<file path="src/rtl/srap_consts.svh">
// Constants of the serial register access port
`ifndef SRAP_CONSTS_SVH
`define SRAP_CONSTS_SVH

`define SRAP_FRAME_BITS 5'd24
`define SRAP_CNT_W      5
`define SRAP_RW_BIT     23
`define SRAP_ADDR_HI    22
`define SRAP_ADDR_LO    16
`define SRAP_DATA_HI    15
`define SRAP_DATA_LO    0
`define SRAP_RW_WRITE   1'b0
`define SRAP_RW_READ    1'b1
`define SRAP_SYNC_W     3
`define SRAP_WORD_RST   24'h000000
`define SRAP_ADDR_RST   7'h00
`define SRAP_DATA_RST   16'h0000

`endif

</file>
<file path="src/rtl/srap_pkg.sv">
// Types shared by the serial register access port
`default_nettype none
package srap_pkg;
    // Host interface selection, locked by first protocol seen
    typedef enum logic [1:0] {
        SRAP_IF_NONE,
        SRAP_IF_SPI,
        SRAP_IF_OTHER
    } srap_if_t;
endpackage
`default_nettype wire

</file>
<file path="src/rtl/srap_sync.sv">
// Two-flop synchronisers for the serial pins
`include "srap_consts.svh"
`default_nettype none
module srap_sync
    import srap_pkg::*;
(
    // Clock and reset
    input  wire logic                    sys_clk_i,
    input  wire logic                    rst_b_i,
    // Asynchronous pins in, synchronised levels out
    input  wire logic [`SRAP_SYNC_W-1:0] async_i,
    output logic      [`SRAP_SYNC_W-1:0] sync_o
);
    logic [`SRAP_SYNC_W-1:0] meta_r;   // First stage, read only by sync_o

    // One pair of flops per pin; frame select idles high
    genvar g;
    for (g = 0; g < `SRAP_SYNC_W; g++) begin : g_bit
        always_ff @(posedge sys_clk_i or negedge rst_b_i) begin
            if (!rst_b_i) begin
                meta_r[g] <= 1'b1;
                sync_o[g] <= 1'b1;
            end else begin
                meta_r[g] <= async_i[g];
                sync_o[g] <= meta_r[g];
            end
        end
    end
endmodule
`default_nettype wire

</file>
<file path="src/rtl/srap_txshift.sv">
// Readback shifter for the serial data output
`include "srap_consts.svh"
`default_nettype none
module srap_txshift
    import srap_pkg::*;
(
    // Clock and reset
    input  wire logic        sys_clk_i,
    input  wire logic        rst_b_i,
    // Control from the frame logic
    input  wire logic        load_i,
    input  wire logic [23:0] load_word_i,
    input  wire logic        rise_i,
    input  wire logic        fall_i,
    input  wire logic        out_edge_select_i,
    // Serial data level
    output logic             sdo_o
);
    logic [23:0] tx_r;   // Remaining bits, msb next
    logic        shift;  // Chosen clock edge seen

    // Edge select picks which serial clock edge advances the data
    assign shift = out_edge_select_i ? fall_i : rise_i;

    // Load at frame start, then shift msb first
    always_ff @(posedge sys_clk_i or negedge rst_b_i) begin
        if (!rst_b_i) begin
            tx_r  <= `SRAP_WORD_RST;
            sdo_o <= 1'b0;
        end else if (load_i) begin
            // Falling-edge mode repeats the msb on the first edge, so that bit is not lost
            tx_r  <= out_edge_select_i ? load_word_i : {load_word_i[22:0], 1'b0};
            sdo_o <= load_word_i[`SRAP_RW_BIT];
        end else if (shift) begin
            tx_r  <= {tx_r[22:0], 1'b0};
            sdo_o <= tx_r[`SRAP_RW_BIT];
        end
    end
endmodule
`default_nettype wire

</file>
<file path="src/rtl/srap_top.sv">
// Serial register access port, device side
// Rules of the document for this interface
// First protocol after power-up locks interface
// Later protocol changes ignored until power cycle
// Output pin needs general pin as output
// Frame select falling starts a frame
// Works with continuous or gated serial clock
// Data input sampled on clock falling edges
// Host holds select for 24 falling edges
// Frame select rising ends and processes frame
// Fewer than 24 edges: frame discarded
// Output disabled after reset: three-wire
// Three-wire long frame: first 24 bits used
// Select high: ignore inputs, output high-Z
// First eight bits are instruction, msb first
// Instruction: direction flag, seven-bit address
// Last sixteen bits are the data
// Flag zero writes, flag one reads
// Write stores data at frame address
// Read ignores supplied data bits
// Readback needs enable, comes next frame
// Edge select picks output shift edge
// Returned frame echoes previous flag, address
// Host slows clock for readback frames
`include "srap_consts.svh"
`default_nettype none
module srap_top
    import srap_pkg::*;
(
    // Clock and reset
    input  wire logic        sys_clk_i,
    input  wire logic        rst_b_i,
    // Serial pins
    input  wire logic        sclk_i,
    input  wire logic        frame_sel_b_i,
    input  wire logic        sdi_i,
    output logic             sdo_o,
    output logic             sdo_oe_o,
    // Configuration levels
    input  wire logic        serial_out_enable_i,
    input  wire logic        gpio_is_sdo_i,
    input  wire logic        out_edge_select_i,
    input  wire logic        other_proto_i,
    // Register write port
    output logic             wr_en_o,
    output logic [6:0]       wr_addr_o,
    output logic [15:0]      wr_data_o,
    // Register read port
    output logic             rd_req_o,
    output logic [6:0]       rd_addr_o,
    input  wire logic [15:0] rd_data_i,
    // Status
    output logic             iface_spi_o,
    output logic             iface_locked_o
);
    // Synchronised pins and their delayed copies
    logic [`SRAP_SYNC_W-1:0] pins_s;      // {sdi, frame select, clock}
    logic                    sclk_s;      // Serial clock level
    logic                    sel_b_s;     // Frame select level
    logic                    sdi_s;       // Data input level
    logic                    sclk_d_r;    // Clock one cycle earlier
    logic                    sel_b_d_r;   // Select one cycle earlier
    // Decoded events
    logic                    sclk_fall;   // Falling clock edge
    logic                    sclk_rise;   // Rising clock edge
    logic                    frame_start; // Select fell
    logic                    frame_end;   // Select rose
    logic                    four_wire;   // Output path usable
    logic                    rx_shift;    // Take one data bit
    logic                    frame_ok;    // Full frame at end
    // Frame state
    srap_if_t                if_r;        // Locked interface
    logic                    in_frame_r;  // Inside an accepted frame
    logic [`SRAP_CNT_W-1:0]  cnt_r;       // Falling edges, saturating
    logic [23:0]             rx_r;        // Received bits
    // Echo of the previous accepted frame
    logic                    prev_rw_r;
    logic [6:0]              prev_addr_r;
    logic [15:0]             echo_r;
    logic [23:0]             tx_word;

    // Bring all three pins into the system clock domain
    srap_sync u_sync (
        .sys_clk_i (sys_clk_i),
        .rst_b_i   (rst_b_i),
        .async_i   ({sdi_i, frame_sel_b_i, sclk_i}),
        .sync_o    (pins_s)
    );
    assign sclk_s  = pins_s[0];
    assign sel_b_s = pins_s[1];
    assign sdi_s   = pins_s[2];

    // Delayed copies for edge finding
    always_ff @(posedge sys_clk_i or negedge rst_b_i) begin
        if (!rst_b_i) begin
            sclk_d_r  <= 1'b1;
            sel_b_d_r <= 1'b1;
        end else begin
            sclk_d_r  <= sclk_s;
            sel_b_d_r <= sel_b_s;
        end
    end

    // Edges come from sampling, so a stopped clock is just no edges
    assign sclk_fall   = sclk_d_r & ~sclk_s;
    assign sclk_rise   = ~sclk_d_r & sclk_s;
    assign frame_start = sel_b_d_r & ~sel_b_s;
    assign frame_end   = ~sel_b_d_r & sel_b_s;
    assign four_wire   = serial_out_enable_i & gpio_is_sdo_i;
    // Three-wire stops at 24 bits; four-wire keeps the last 24
    assign rx_shift    = in_frame_r & ~sel_b_s & sclk_fall
                       & ((cnt_r < `SRAP_FRAME_BITS) | four_wire);
    // A host that stops early loses the frame entirely
    assign frame_ok    = in_frame_r & frame_end
                       & (cnt_r == `SRAP_FRAME_BITS);

    // Interface lock; both in one cycle favours the serial port
    always_ff @(posedge sys_clk_i or negedge rst_b_i) begin
        if (!rst_b_i) begin
            if_r <= SRAP_IF_NONE;
        end else if (if_r == SRAP_IF_NONE) begin
            if (frame_start) begin
                if_r <= SRAP_IF_SPI;
            end else if (other_proto_i) begin
                if_r <= SRAP_IF_OTHER;
            end
        end
        // Once chosen, nothing moves it until reset R2
    end

    // Frame window; only frames of the serial interface count
    always_ff @(posedge sys_clk_i or negedge rst_b_i) begin
        if (!rst_b_i) begin
            in_frame_r <= 1'b0;
        end else if (frame_start) begin
            in_frame_r <= (if_r != SRAP_IF_OTHER);
        end else if (sel_b_s) begin
            in_frame_r <= 1'b0;
        end
    end

    // Bit counter and receive shifter, msb first
    always_ff @(posedge sys_clk_i or negedge rst_b_i) begin
        if (!rst_b_i) begin
            cnt_r <= '0;
            rx_r  <= `SRAP_WORD_RST;
        end else if (frame_start) begin
            cnt_r <= '0;
            rx_r  <= `SRAP_WORD_RST;
        end else if (rx_shift) begin
            rx_r <= {rx_r[22:0], sdi_s};
            // Saturate so long frames still count as full
            if (cnt_r < `SRAP_FRAME_BITS) begin
                cnt_r <= cnt_r + 5'd1;
            end
        end
    end

    // Frame processing at select rising
    always_ff @(posedge sys_clk_i or negedge rst_b_i) begin
        if (!rst_b_i) begin
            wr_en_o   <= 1'b0;
            rd_req_o  <= 1'b0;
            wr_addr_o <= `SRAP_ADDR_RST;
            wr_data_o <= `SRAP_DATA_RST;
            rd_addr_o <= `SRAP_ADDR_RST;
        end else begin
            wr_en_o  <= 1'b0;
            rd_req_o <= 1'b0;
            if (frame_ok) begin
                if (rx_r[`SRAP_RW_BIT] == `SRAP_RW_WRITE) begin
                    wr_en_o   <= 1'b1;
                    wr_addr_o <= rx_r[`SRAP_ADDR_HI:`SRAP_ADDR_LO];
                    wr_data_o <= rx_r[`SRAP_DATA_HI:`SRAP_DATA_LO];
                end else begin
                    // Data bits of a read are dropped here R18
                    rd_req_o  <= 1'b1;
                    rd_addr_o <= rx_r[`SRAP_ADDR_HI:`SRAP_ADDR_LO];
                end
            end
        end
    end

    // Echo of the last accepted frame for the next readback
    always_ff @(posedge sys_clk_i or negedge rst_b_i) begin
        if (!rst_b_i) begin
            prev_rw_r   <= `SRAP_RW_WRITE;
            prev_addr_r <= `SRAP_ADDR_RST;
            echo_r      <= `SRAP_DATA_RST;
        end else if (frame_ok) begin
            prev_rw_r   <= rx_r[`SRAP_RW_BIT];
            prev_addr_r <= rx_r[`SRAP_ADDR_HI:`SRAP_ADDR_LO];
            echo_r      <= rx_r[`SRAP_DATA_HI:`SRAP_DATA_LO];
        end else if (rd_req_o) begin
            // Read data replaces the echo one cycle after the request
            echo_r <= rd_data_i;
        end
    end

    // Returned word: flag, address, then data
    assign tx_word = {prev_rw_r, prev_addr_r, echo_r};

    // Output shifter, loaded when a frame opens
    srap_txshift u_tx (
        .sys_clk_i         (sys_clk_i),
        .rst_b_i           (rst_b_i),
        .load_i            (frame_start),
        .load_word_i       (tx_word),
        .rise_i            (sclk_rise & in_frame_r),
        .fall_i            (sclk_fall & in_frame_r),
        .out_edge_select_i (out_edge_select_i),
        .sdo_o             (sdo_o)
    );

    // Drive the output only inside a frame and only in four-wire use
    always_ff @(posedge sys_clk_i or negedge rst_b_i) begin
        if (!rst_b_i) begin
            sdo_oe_o <= 1'b0;
        end else begin
            sdo_oe_o <= ~sel_b_s & four_wire
                      & (if_r == SRAP_IF_SPI);
        end
    end

    // Status flags from the lock state
    always_ff @(posedge sys_clk_i or negedge rst_b_i) begin
        if (!rst_b_i) begin
            iface_spi_o    <= 1'b0;
            iface_locked_o <= 1'b0;
        end else begin
            iface_spi_o    <= (if_r == SRAP_IF_SPI);
            iface_locked_o <= (if_r != SRAP_IF_NONE);
        end
    end
endmodule
`default_nettype wire

</file>
<file path="config.mk">
export PLATFORM = sky130hd
export DESIGN_NAME = srap_top
export DESIGN_NICKNAME = d
export VERILOG_FILES = /design/src/rtl/srap_pkg.sv /design/src/rtl/srap_sync.sv /design/src/rtl/srap_txshift.sv /design/src/rtl/srap_top.sv
export VERILOG_INCLUDE_DIRS = /design/src /design/src/rtl
export SDC_FILE = /design/constraint.sdc
export NUM_CORES = 1
export LEC_CHECK = 0
export ABC_AREA = 1
export BUFFER_PORTS_ARGS = -buffer_cell sky130_fd_sc_hd__buf_2
export CAP_MARGIN = 10
export CORE_MARGIN = 1.5
export CORE_UTILIZATION = 46
export CTS_CLUSTER_SIZE = 12
export DETAILED_ROUTE_END_ITERATION = 8
export MAX_ROUTING_LAYER = met4
export PLACE_DENSITY_LB_ADDON = 0.2
export SYNTH_ARGS = -nofsm -noshare
export SYNTH_HDL_FRONTEND = slang
export SYNTH_SLANG_ARGS = --single-unit
</file>
<file path="constraint.sdc">
create_clock -name sys_clk_i -period 1.64 [get_ports sys_clk_i]
set_input_delay 0.246 -clock sys_clk_i [delete_from_list [all_inputs] [get_ports sys_clk_i]]
set_output_delay 0.246 -clock sys_clk_i [all_outputs]
set_load 0.05 [all_outputs]
</file>
# Word level (Yosys, flattened, before mapping)

Index checks and enable logic that the tools add are counted.

Register bits after elaboration: 124
Input port bits: 25
Output and inout bits: 36
Word-level logic and storage cells: 83

$add $sub $neg: 1
Magnitude comparators: 1
Equality and inequality tests: 3
Muxes and demuxes: 21
Bitwise gates (word level): 20
Reductions and logical operators: 12

Operators by type and width:

| cell                                                | number |
|---|---|
| two-way mux 24 bit                                  | 5 |
| two-way mux 16 bit                                  | 2 |
| two-way mux 5 bit                                   | 3 |
| AND 1 bit                                           | 14 |
| nonzero test 2 bit                                  | 7 |
| two-way mux 1 bit                                   | 9 |
| AND reduction 2 bit                                 | 4 |
| adder 5 x 1 -> 5 bit, second input constant         | 1 |
| equality test 5 bit, second input constant          | 1 |
| less-than comparator 5 bit, second input constant   | 1 |
| NOT 1 bit                                           | 5 |
| two-way mux 2 bit                                   | 2 |
| equality test 2 x 1 -> 1 bit, second input constant | 1 |
| logical NOT 2 bit                                   | 1 |
| inequality test 2 bit, second input constant        | 1 |
| bitwise OR 1 bit                                    | 1 |

# Depth between registers and ports, before layout

Gate-level depths: netlist of the first run.

Word-level depth: 6
Mapped depth: 9
Depth with buffers taken out: 7

# Cells and area by module

Synthesis of the first run repeated with hierarchy kept, for this count alone.

Cell total of the unflattened synthesis: 699
Area, all modules: 5769.3 um2

By module, submodules not included:

| module       | times used | cells each | area an instance (um2) | sequential area each (um2) |
|---|---|---|---|---|
| srap_top     | 1          | 429        | 3901.2                 | 2329.7 |
| srap_txshift | 1          | 264        | 1710.4                 | 625.6 |
| srap_sync    | 1          | 6          | 157.7                  | 157.7 |

# Worst setup path before layout of the first run

Ideal clock, no wire load.

Path kind: reg-to-reg
From: reg rd_req_o
To: reg echo_r[0]
Library setup time: 0.125 ns
Data arrival time: 1.374 ns
Required time: 1.515 ns
Slack: 0.141 ns
Stages on the path, launching flop included: 6
Buffers on the path: 2
Clock period less this slack: 1.499 ns
Path through: dfrtp_1 -> clkbuf_1 -> inv_1 -> clkbuf_1 -> nand3_1 -> nand3_1

Word-level cells in the longest chain between the ends: 1

Ends and longest elaborated chain:

| item                         | RTL line        | text |
|---|---|---|
| start: declaration           | srap_top.sv:49  | `output logic rd_req_o,` |
| start signal: assignment     | srap_top.sv:163 | `rd_req_o <= 1'b0;` |
| start signal: assignment     | srap_top.sv:169 | `rd_req_o <= 1'b0;` |
| start signal: assignment     | srap_top.sv:177 | `rd_req_o <= 1'b1;` |
| nonzero test 2 bit (no line) | -               |  |
| end signal: assignment       | srap_top.sv:189 | `` echo_r <= `SRAP_DATA_RST; `` |
| end signal: assignment       | srap_top.sv:193 | `` echo_r <= rx_r[`SRAP_DATA_HI:`SRAP_DATA_LO]; `` |
| end signal: assignment       | srap_top.sv:196 | `echo_r <= rd_data_i;` |
| end: declaration             | srap_top.sv:79  | `logic [15:0] echo_r;` |

Every way passes these cells.
A chain may end at the register's enable or synchronous reset.

# Worst setup path after layout of the first run

From: reg sel_b_d_r
To: reg u_tx.tx_r[3]

Word-level cells in the longest chain between the ends: 2
Elaborated cells on any way between the ends: 3
Those cells by class: 1 x mux; 1 x bitwise; 1 x reduce/logical

Ends and longest elaborated chain:

| item                                                     | RTL line           | text |
|---|---|---|
| start: declaration                                       | srap_top.sv:62     | `logic sel_b_d_r;` |
| start signal: assignment                                 | srap_top.sv:100    | `sel_b_d_r <= sel_b_s;` |
| AND 1 bit *                                              | srap_top.sv:107    | `assign frame_start = sel_b_d_r & ~sel_b_s;` |
| two-way mux 24 bit or nonzero test 2 bit (tied branches) | -                  |  |
| end signal: assignment                                   | srap_txshift.sv:28 | `` tx_r <= `SRAP_WORD_RST; `` |
| end signal: assignment                                   | srap_txshift.sv:32 | `tx_r <= out_edge_select_i ? load_word_i : {load_word_i[22:0], 1'b0};` |
| end signal: assignment                                   | srap_txshift.sv:35 | `tx_r <= {tx_r[22:0], 1'b0};` |
| end: declaration                                         | srap_txshift.sv:19 | `logic [23:0] tx_r;` |

Mark *: on every way between the ends. The rest lies on a longest branch, timed or not.

==> results_dict.tcl, run 1 <==
set metrics [dict create \
    outcome "finished, final reports clean" \
    yosys.cell_types.count 24 \
    drive_above_1_share 0.183 \
    wl_mm 12.6 \
    htree_num_levels 4 \
    placed_area_um2 6250 \
    drv_slew 0 \
    cp-end-kind "flip-flop" \
    post-route-period-util 0.924 \
    cts.clk_slew.worst_paths_ns 0.06 \
    layout_common_cells "nand2_1 (268), dfrtp_1 (116), nand3_1 (80), inv_1 (59), buf_2 (59)" \
    io_pins 61 \
    hold_viol 0 \
    hpwl_mm 8.64 \
    layout_commonest_cell "nand2_1" \
    firstDrtPassIters 5 \
    initial_utilization 0.472 \
    num_antenna_cells 0 \
    numCtsBuffers 17 \
    crit_buf_inv 3 \
    muxShareOfSynthArea 0 \
    row_count 40 \
    fillers 1106 \
    grt_setup_unrepaired "true" \
    r2r-start "sel_b_d_r$_DFF_PN1_" \
    cp_data_required_time_ns 1.94 \
    insertion_delay_ns 0.42 \
    num_vias 4669 \
    netlist_top_cells_area "dfrtp_1 (51%), nand2_1 (18%), nand3_1 (7.0%), inv_1 (3.9%), o21ai_0 (3.8%)" \
    dp_slack_ns 0.0648 \
    path_cells "inv_1 -> nor2_1 -> inv_2 -> buf_4 -> nand2_1 -> nand2_1 -> nand2_1 -> nand2_1" \
    power_density_nw_per_um2 1060 \
    cts.sinks 124 \
    ys_ff_latch 124 \
    synth_top_family_by_area "simple AND/OR/NAND/NOR gates" \
    dieHeight_um 114 \
    grt_max_degree 65 \
    yosysSeqAreaShare 0.547 \
    max_freq_ghz 0.660 \
    syn_area_um2 5690 \
    syn_to_final_growth_pct 20.8 \
    path_common_cell "nand2_1" \
    power_leakage_nw 3.56 \
    syn_inst 693 \
    synth_area_per_cell_um2 8.22 \
    clockBufferDepth 2 \
    synth_top_area_frac 0.510 \
    num-nets-final 784 \
    startpoint_type "flip-flop" \
    fin_ws_ns 0.124 \
    synth_simple_gate_area_frac 0.294 \
    viasPerCell 4.98 \
    whs_path_depth 3 \
    setup_viol 0 \
    cp.arrival_ns 1.82 \
    reg2regPathDepth 8 \
    slew_headroom 0.672 \
    design.die.area_um2 13100 \
    peakVddDrop_mv 0.592 \
    drt_iter0_drc 210 \
    grt_pass1_vias 4558 \
    maxCapViolations 0 \
    place.gp.congestion 0.813 \
    critPathKind "flip-flop to flip-flop" \
    critPathTopFamily "flip-flops" \
    critPathMaxFanout 16 \
    io_buffers 60 \
    multi_input_area_um2 2130 \
    synth-xor-area-share 0 \
    ant_nets 0 \
    antenna_found_initial 0 \
    cts-root-buf "clkbuf_16" \
    worstMarginPinSlew_ns 0.492 \
    synth_fa_ha_area_frac 0.00439 \
    startpoint "sel_b_d_r$_DFF_PN1_" \
    cp_slowest_cell "dfstp_2" \
    finClkSkew_ns 0.00489 \
    drc 0 \
    slowest_delay_ns 0.52 \
    drt-wirelength-per-cell_um 13.4 \
    hp-class "input pin to flip-flop" \
    cp.depth 8 \
    hp-start "other_proto_i" \
    dieWidth_um 114 \
    synth.net_count 720 \
    synth_compound_area_frac 0.0725 \
    grt_pass1_wl_mm 22.0 \
    finalCriticalPeriod_ns 1.52 \
    fp.coreArea_um2 12100 \
    seq_area_um2 3110 \
    overflow 0 \
    cts_tree "built" \
    ys.warnings.count 0 \
    synth_area_leader_cell "dfrtp_1" \
    final_area_um2 6880 \
    track_usage 0.222 \
]
-- logic make-up (layout without fill, tap and decap cells) --
kind of cell	after synthesis	count (layout)
adders and majority gates	2	2
DFF	124	124
and+or+nand+nor	390	390
AOI/OAI and AO/OA	74	74
buffers and inverters	103	180
-- per-layer routing --
layer,GRT usage,vias up,wire length [um]
li1,-,2351,-
met1,0.301,2213,6080
met2,0.331,94,5890
met3,0.0455,11,478
met4,0.0858,0,140
met5,-,-,0
-- cell type report --
class,instances,area share
Multi-Input combinational cell,466,0.310
Sequential cell,124,0.453
Clock inverter,15,0.0209
Inverter,60,0.0328
Clock buffer,17,0.0619
Tap cell,168,0.0306
Timing Repair Buffer,88,0.0912
-- cell usage after synthesis (all sizes together) --
library cell	number
o211ai	2
nand3	82
buf	26
dfrtp	116
a21oi	2
nand4	27
dfstp	8
inv	60
clkbuf	17
ha	2
nor2	9
o21ai	70
nor3b	1
nor4	1
nand2	270
-- state kept, by name, summed over array words and instances (netlist names) --
| signal | cells |
|---|---|
| cnt_r | 5 |
| echo_r | 16 |
| if_r | 2 |
| iface_locked_o | 1 |
| iface_spi_o | 1 |
| in_frame_r | 1 |
| prev_addr_r | 7 |
| prev_rw_r | 1 |
| rd_addr_o | 7 |
| rd_req_o | 1 |
| rx_r | 24 |
| sclk_d_r | 1 |
| sdo_oe_o | 1 |
| sel_b_d_r | 1 |
| u_sync.meta_r | 3 |
| u_sync.sync_o | 3 |
| u_tx.sdo_o | 1 |
| u_tx.tx_r | 24 |
| wr_addr_o | 7 |
| wr_data_o | 16 |
| wr_en_o | 1 |
-- metrics by stage --
step	utilization	std cells	TNS (ns)	total power, W	hold WS (ns)
final	0.570	938	0	0.00726	0.0944
after global routing	0.570	938	-0.189	0.00753	0.106
after CTS	0.568	938	0	0.00732	0.0849
after detailed placement	0.518	902	0	0.00375	0.294
after global placement	0.518	902	0	0.00373	0.300
after floorplan	-	693	0	0.00356	-0.0496
-- worst min-delay path, stage by stage --
cell	delay (ns)
buf_2	0.09
nand2_1	0.05
o21ai_0	0.07
-- power breakdown --
group / switching (W) / internal [W]
registers: 0.0000641 / 0.00318
clock network: 0.00145 / 0.00210
logic: 0.000285 / 0.000173
-- repair_timing --
action,in CTS,in global routing
hold buffers,4,0
setup buffers,0,0
endpoints found under the setup margin,0,32
hold endpoints to repair,119,0
resized for setup,0,4
-- final timing paths --
path	endpoint	slack (ns)
worst max-delay path	u_tx.tx_r[3]$_DFFE_PN0P_	0.12
worst min-delay path	if_r[1]$_DFFE_PN0P_	0.09
worst max register to register	u_tx.tx_r[3]$_DFFE_PN0P_	0.12
worst min register to register	u_sync.sync_o[0]$_DFF_PN1_	0.36
max in group asynchronous	u_sync.sync_o[2]$_DFF_PN1_	0.91
min in group asynchronous	u_tx.tx_r[3]$_DFFE_PN0P_	0.39
No activity file was read; power rests on OpenSTA's default activity.
==> inputs of run 2 (changes only) <==
- CORE_UTILIZATION: 46 -> 59
==> results_dict.tcl, run 2 (same netlist as run 1, synthesis figures left out) <==
set metrics [dict create \
    outcome "finished, final reports clean" \
    post-route-period-util 0.952 \
    initial_utilization 0.613 \
    drt_iter0_drc 362 \
    hp-class "input pin to flip-flop" \
    cts_tree "built" \
    insertion_delay_ns 0.53 \
    slowest_delay_ns 0.42 \
    hp-start "gpio_is_sdo_i" \
    peakVddDrop_mv 0.753 \
    hold_viol 0 \
    num_antenna_cells 0 \
    grt_max_degree 63 \
    finClkSkew_ns 0.0112 \
    setup_tns_ns 0 \
    layout_commonest_cell "nand2_1" \
    cp_slowest_cell "dfrtp_1" \
    place.gp.congestion 0.833 \
    drive_above_1_share 0.190 \
    viasPerCell 5.41 \
    critPathKind "flip-flop to flip-flop" \
    numCtsBuffers 17 \
    slew_headroom 0.654 \
    rrSetupSlack_ns 0.08 \
    power_density_nw_per_um2 1040 \
    dieWidth_um 101 \
    critPathMaxFanout 20 \
    whs_ns 0.00847 \
    min_to "sdo_oe_o$_DFF_PN0_" \
    track_usage 0.298 \
    cp.arrival_ns 1.96 \
    cts.sinks 124 \
    drc 0 \
    grt_setup_unrepaired "true" \
    reg2regPathDepth 8 \
    io_buffers 60 \
    reg2reg_to "wr_data_o[3]$_DFFE_PN0P_" \
    cts.clk_slew.worst_paths_ns 0.06 \
    r2r-start "cnt_r[0]$_DFFE_PN0P_" \
    fillers 717 \
    max_freq_ghz 0.641 \
    whs_path_depth 3 \
    dieHeight_um 101 \
    power_leakage_nw 3.57 \
    htree_num_levels 4 \
    maxCapViolations 0 \
    row_count 35 \
    firstDrtPassIters 5 \
    drv_slew 0 \
    ant_nets 0 \
    overflow 0 \
    setup_viol 0 \
    num_vias 4884 \
    startpoint "cnt_r[0]$_DFFE_PN0P_" \
    wl_mm 13.5 \
    grt_pass1_wl_mm 22.8 \
    layout_common_cells "nand2_1 (268), dfrtp_1 (116), nand3_1 (80), buf_2 (59), inv_1 (58)" \
    startpoint_type "flip-flop" \
    cts-root-buf "clkbuf_8" \
    syn_to_final_growth_pct 19.9 \
    path_cells "inv_2 -> ha_1 -> inv_1 -> nor2_4 -> nand3_4 -> buf_12 -> nand2_1 -> o21ai_0" \
    fp.coreArea_um2 9280 \
    hpwl_mm 8.84 \
    io_pins 61 \
    worstMarginPinSlew_ns 0.518 \
    finalCriticalPeriod_ns 1.56 \
    cp_data_required_time_ns 2.04 \
    design.die.area_um2 10200 \
    clockBufferDepth 2 \
    cp-end-kind "flip-flop" \
    antenna_found_initial 0 \
    reg_top3 "rx_r (24), u_tx.tx_r (24)" \
    grt_pass1_vias 4722 \
    drt-wirelength-per-cell_um 15.0 \
    num-nets-final 788 \
]
## run 2: cell count changes in the layout (fill, tap and decap cells not counted), moves of 2 or more
cell and delta:
buf_4 +4, clkinv_4 -3, inv_6 +3, clkbuf_8 +2, nor2_1 -2, nor2_2 +2
## run 2: what timing repair did
| action | CTS | global route |
|---|---|---|
| resized for setup | 2 | 8 |
| endpoints found under the setup margin | 3 | 55 |
| setup buffers | 0 | 5 |
| pin swaps | 0 | 2 |
| hold buffers | 4 | 0 |
| hold endpoints to repair | 119 | 0 |
## run 2: critical path, delay by kind of cell, from the launching register on
| kind | cells | cell delay (ns) |
|---|---|---|
| flip-flops | 1 | 0.42 |
| buffers and inverters | 3 | 0.34 |
| adder cells (fa/ha/maj) | 1 | 0.15 |
| AO/OA/AOI/OAI | 1 | 0.10 |
| AND/OR/NAND/NOR | 3 | 0.41 |
## run 2: power breakdown
group	internal [W]	switching [W]	leakage [nW]
Sequential	0.00318	0.0000654	1.58
Clock	0.00193	0.00147	0.257
Combinational	0.000171	0.000287	1.73
## run 2: cell type report
cell class | count | area, um^2 | area share
sequential | 124 | 3110 | 0.456
multi-input combinational | 466 | 2140 | 0.313
timing repair buffer | 92 | 648 | 0.0950
clock buffer | 19 | 432 | 0.0632
inverter | 60 | 228 | 0.0334
tap | 129 | 161 | 0.0236
clock inverter | 13 | 106 | 0.0156
## run 2: worst max-delay path by stage
stage | endpoint | slack (ns) | depth (start not counted)
floorplan | echo_r[0]$_DFFE_PN0P_ | 0.14 | 5
global placement | u_tx.tx_r[19]$_DFFE_PN0P_ | 0.10 | 7
detailed placement | rx_r[10]$_DFFE_PN0P_ | 0.02 | 5
CTS | wr_data_o[3]$_DFFE_PN0P_ | 0.03 | 8
global route | wr_data_o[3]$_DFFE_PN0P_ | -0.004 | 8
finish | wr_data_o[3]$_DFFE_PN0P_ | 0.08 | 8
## run 2: routing by layer
metal / vias to the layer above / share of wire / wire length (um) / track usage
met3: 24 / 0.062 / 840 / 0.0697
li1: 2355 / - / - / -
met2: 184 / 0.48 / 6430 / 0.442
met1: 2321 / 0.45 / 6070 / 0.392
met4: 0 / 0.013 / 173 / 0.137
met5: - / 0 / 0 / -
## run 2: through the flow
step	util	setup slack, ns	instance area, um^2	power [W]	std cells
after floorplan	-	0.141	5690	0.00356	693
after global placement	0.665	0.100	6180	0.00373	862
after detailed placement	0.665	0.0232	6180	0.00375	862
after CTS	0.728	0.0257	6760	0.00712	898
after global routing	0.735	-0.00448	6830	0.00735	903
final	0.735	0.0792	6830	0.00710	903
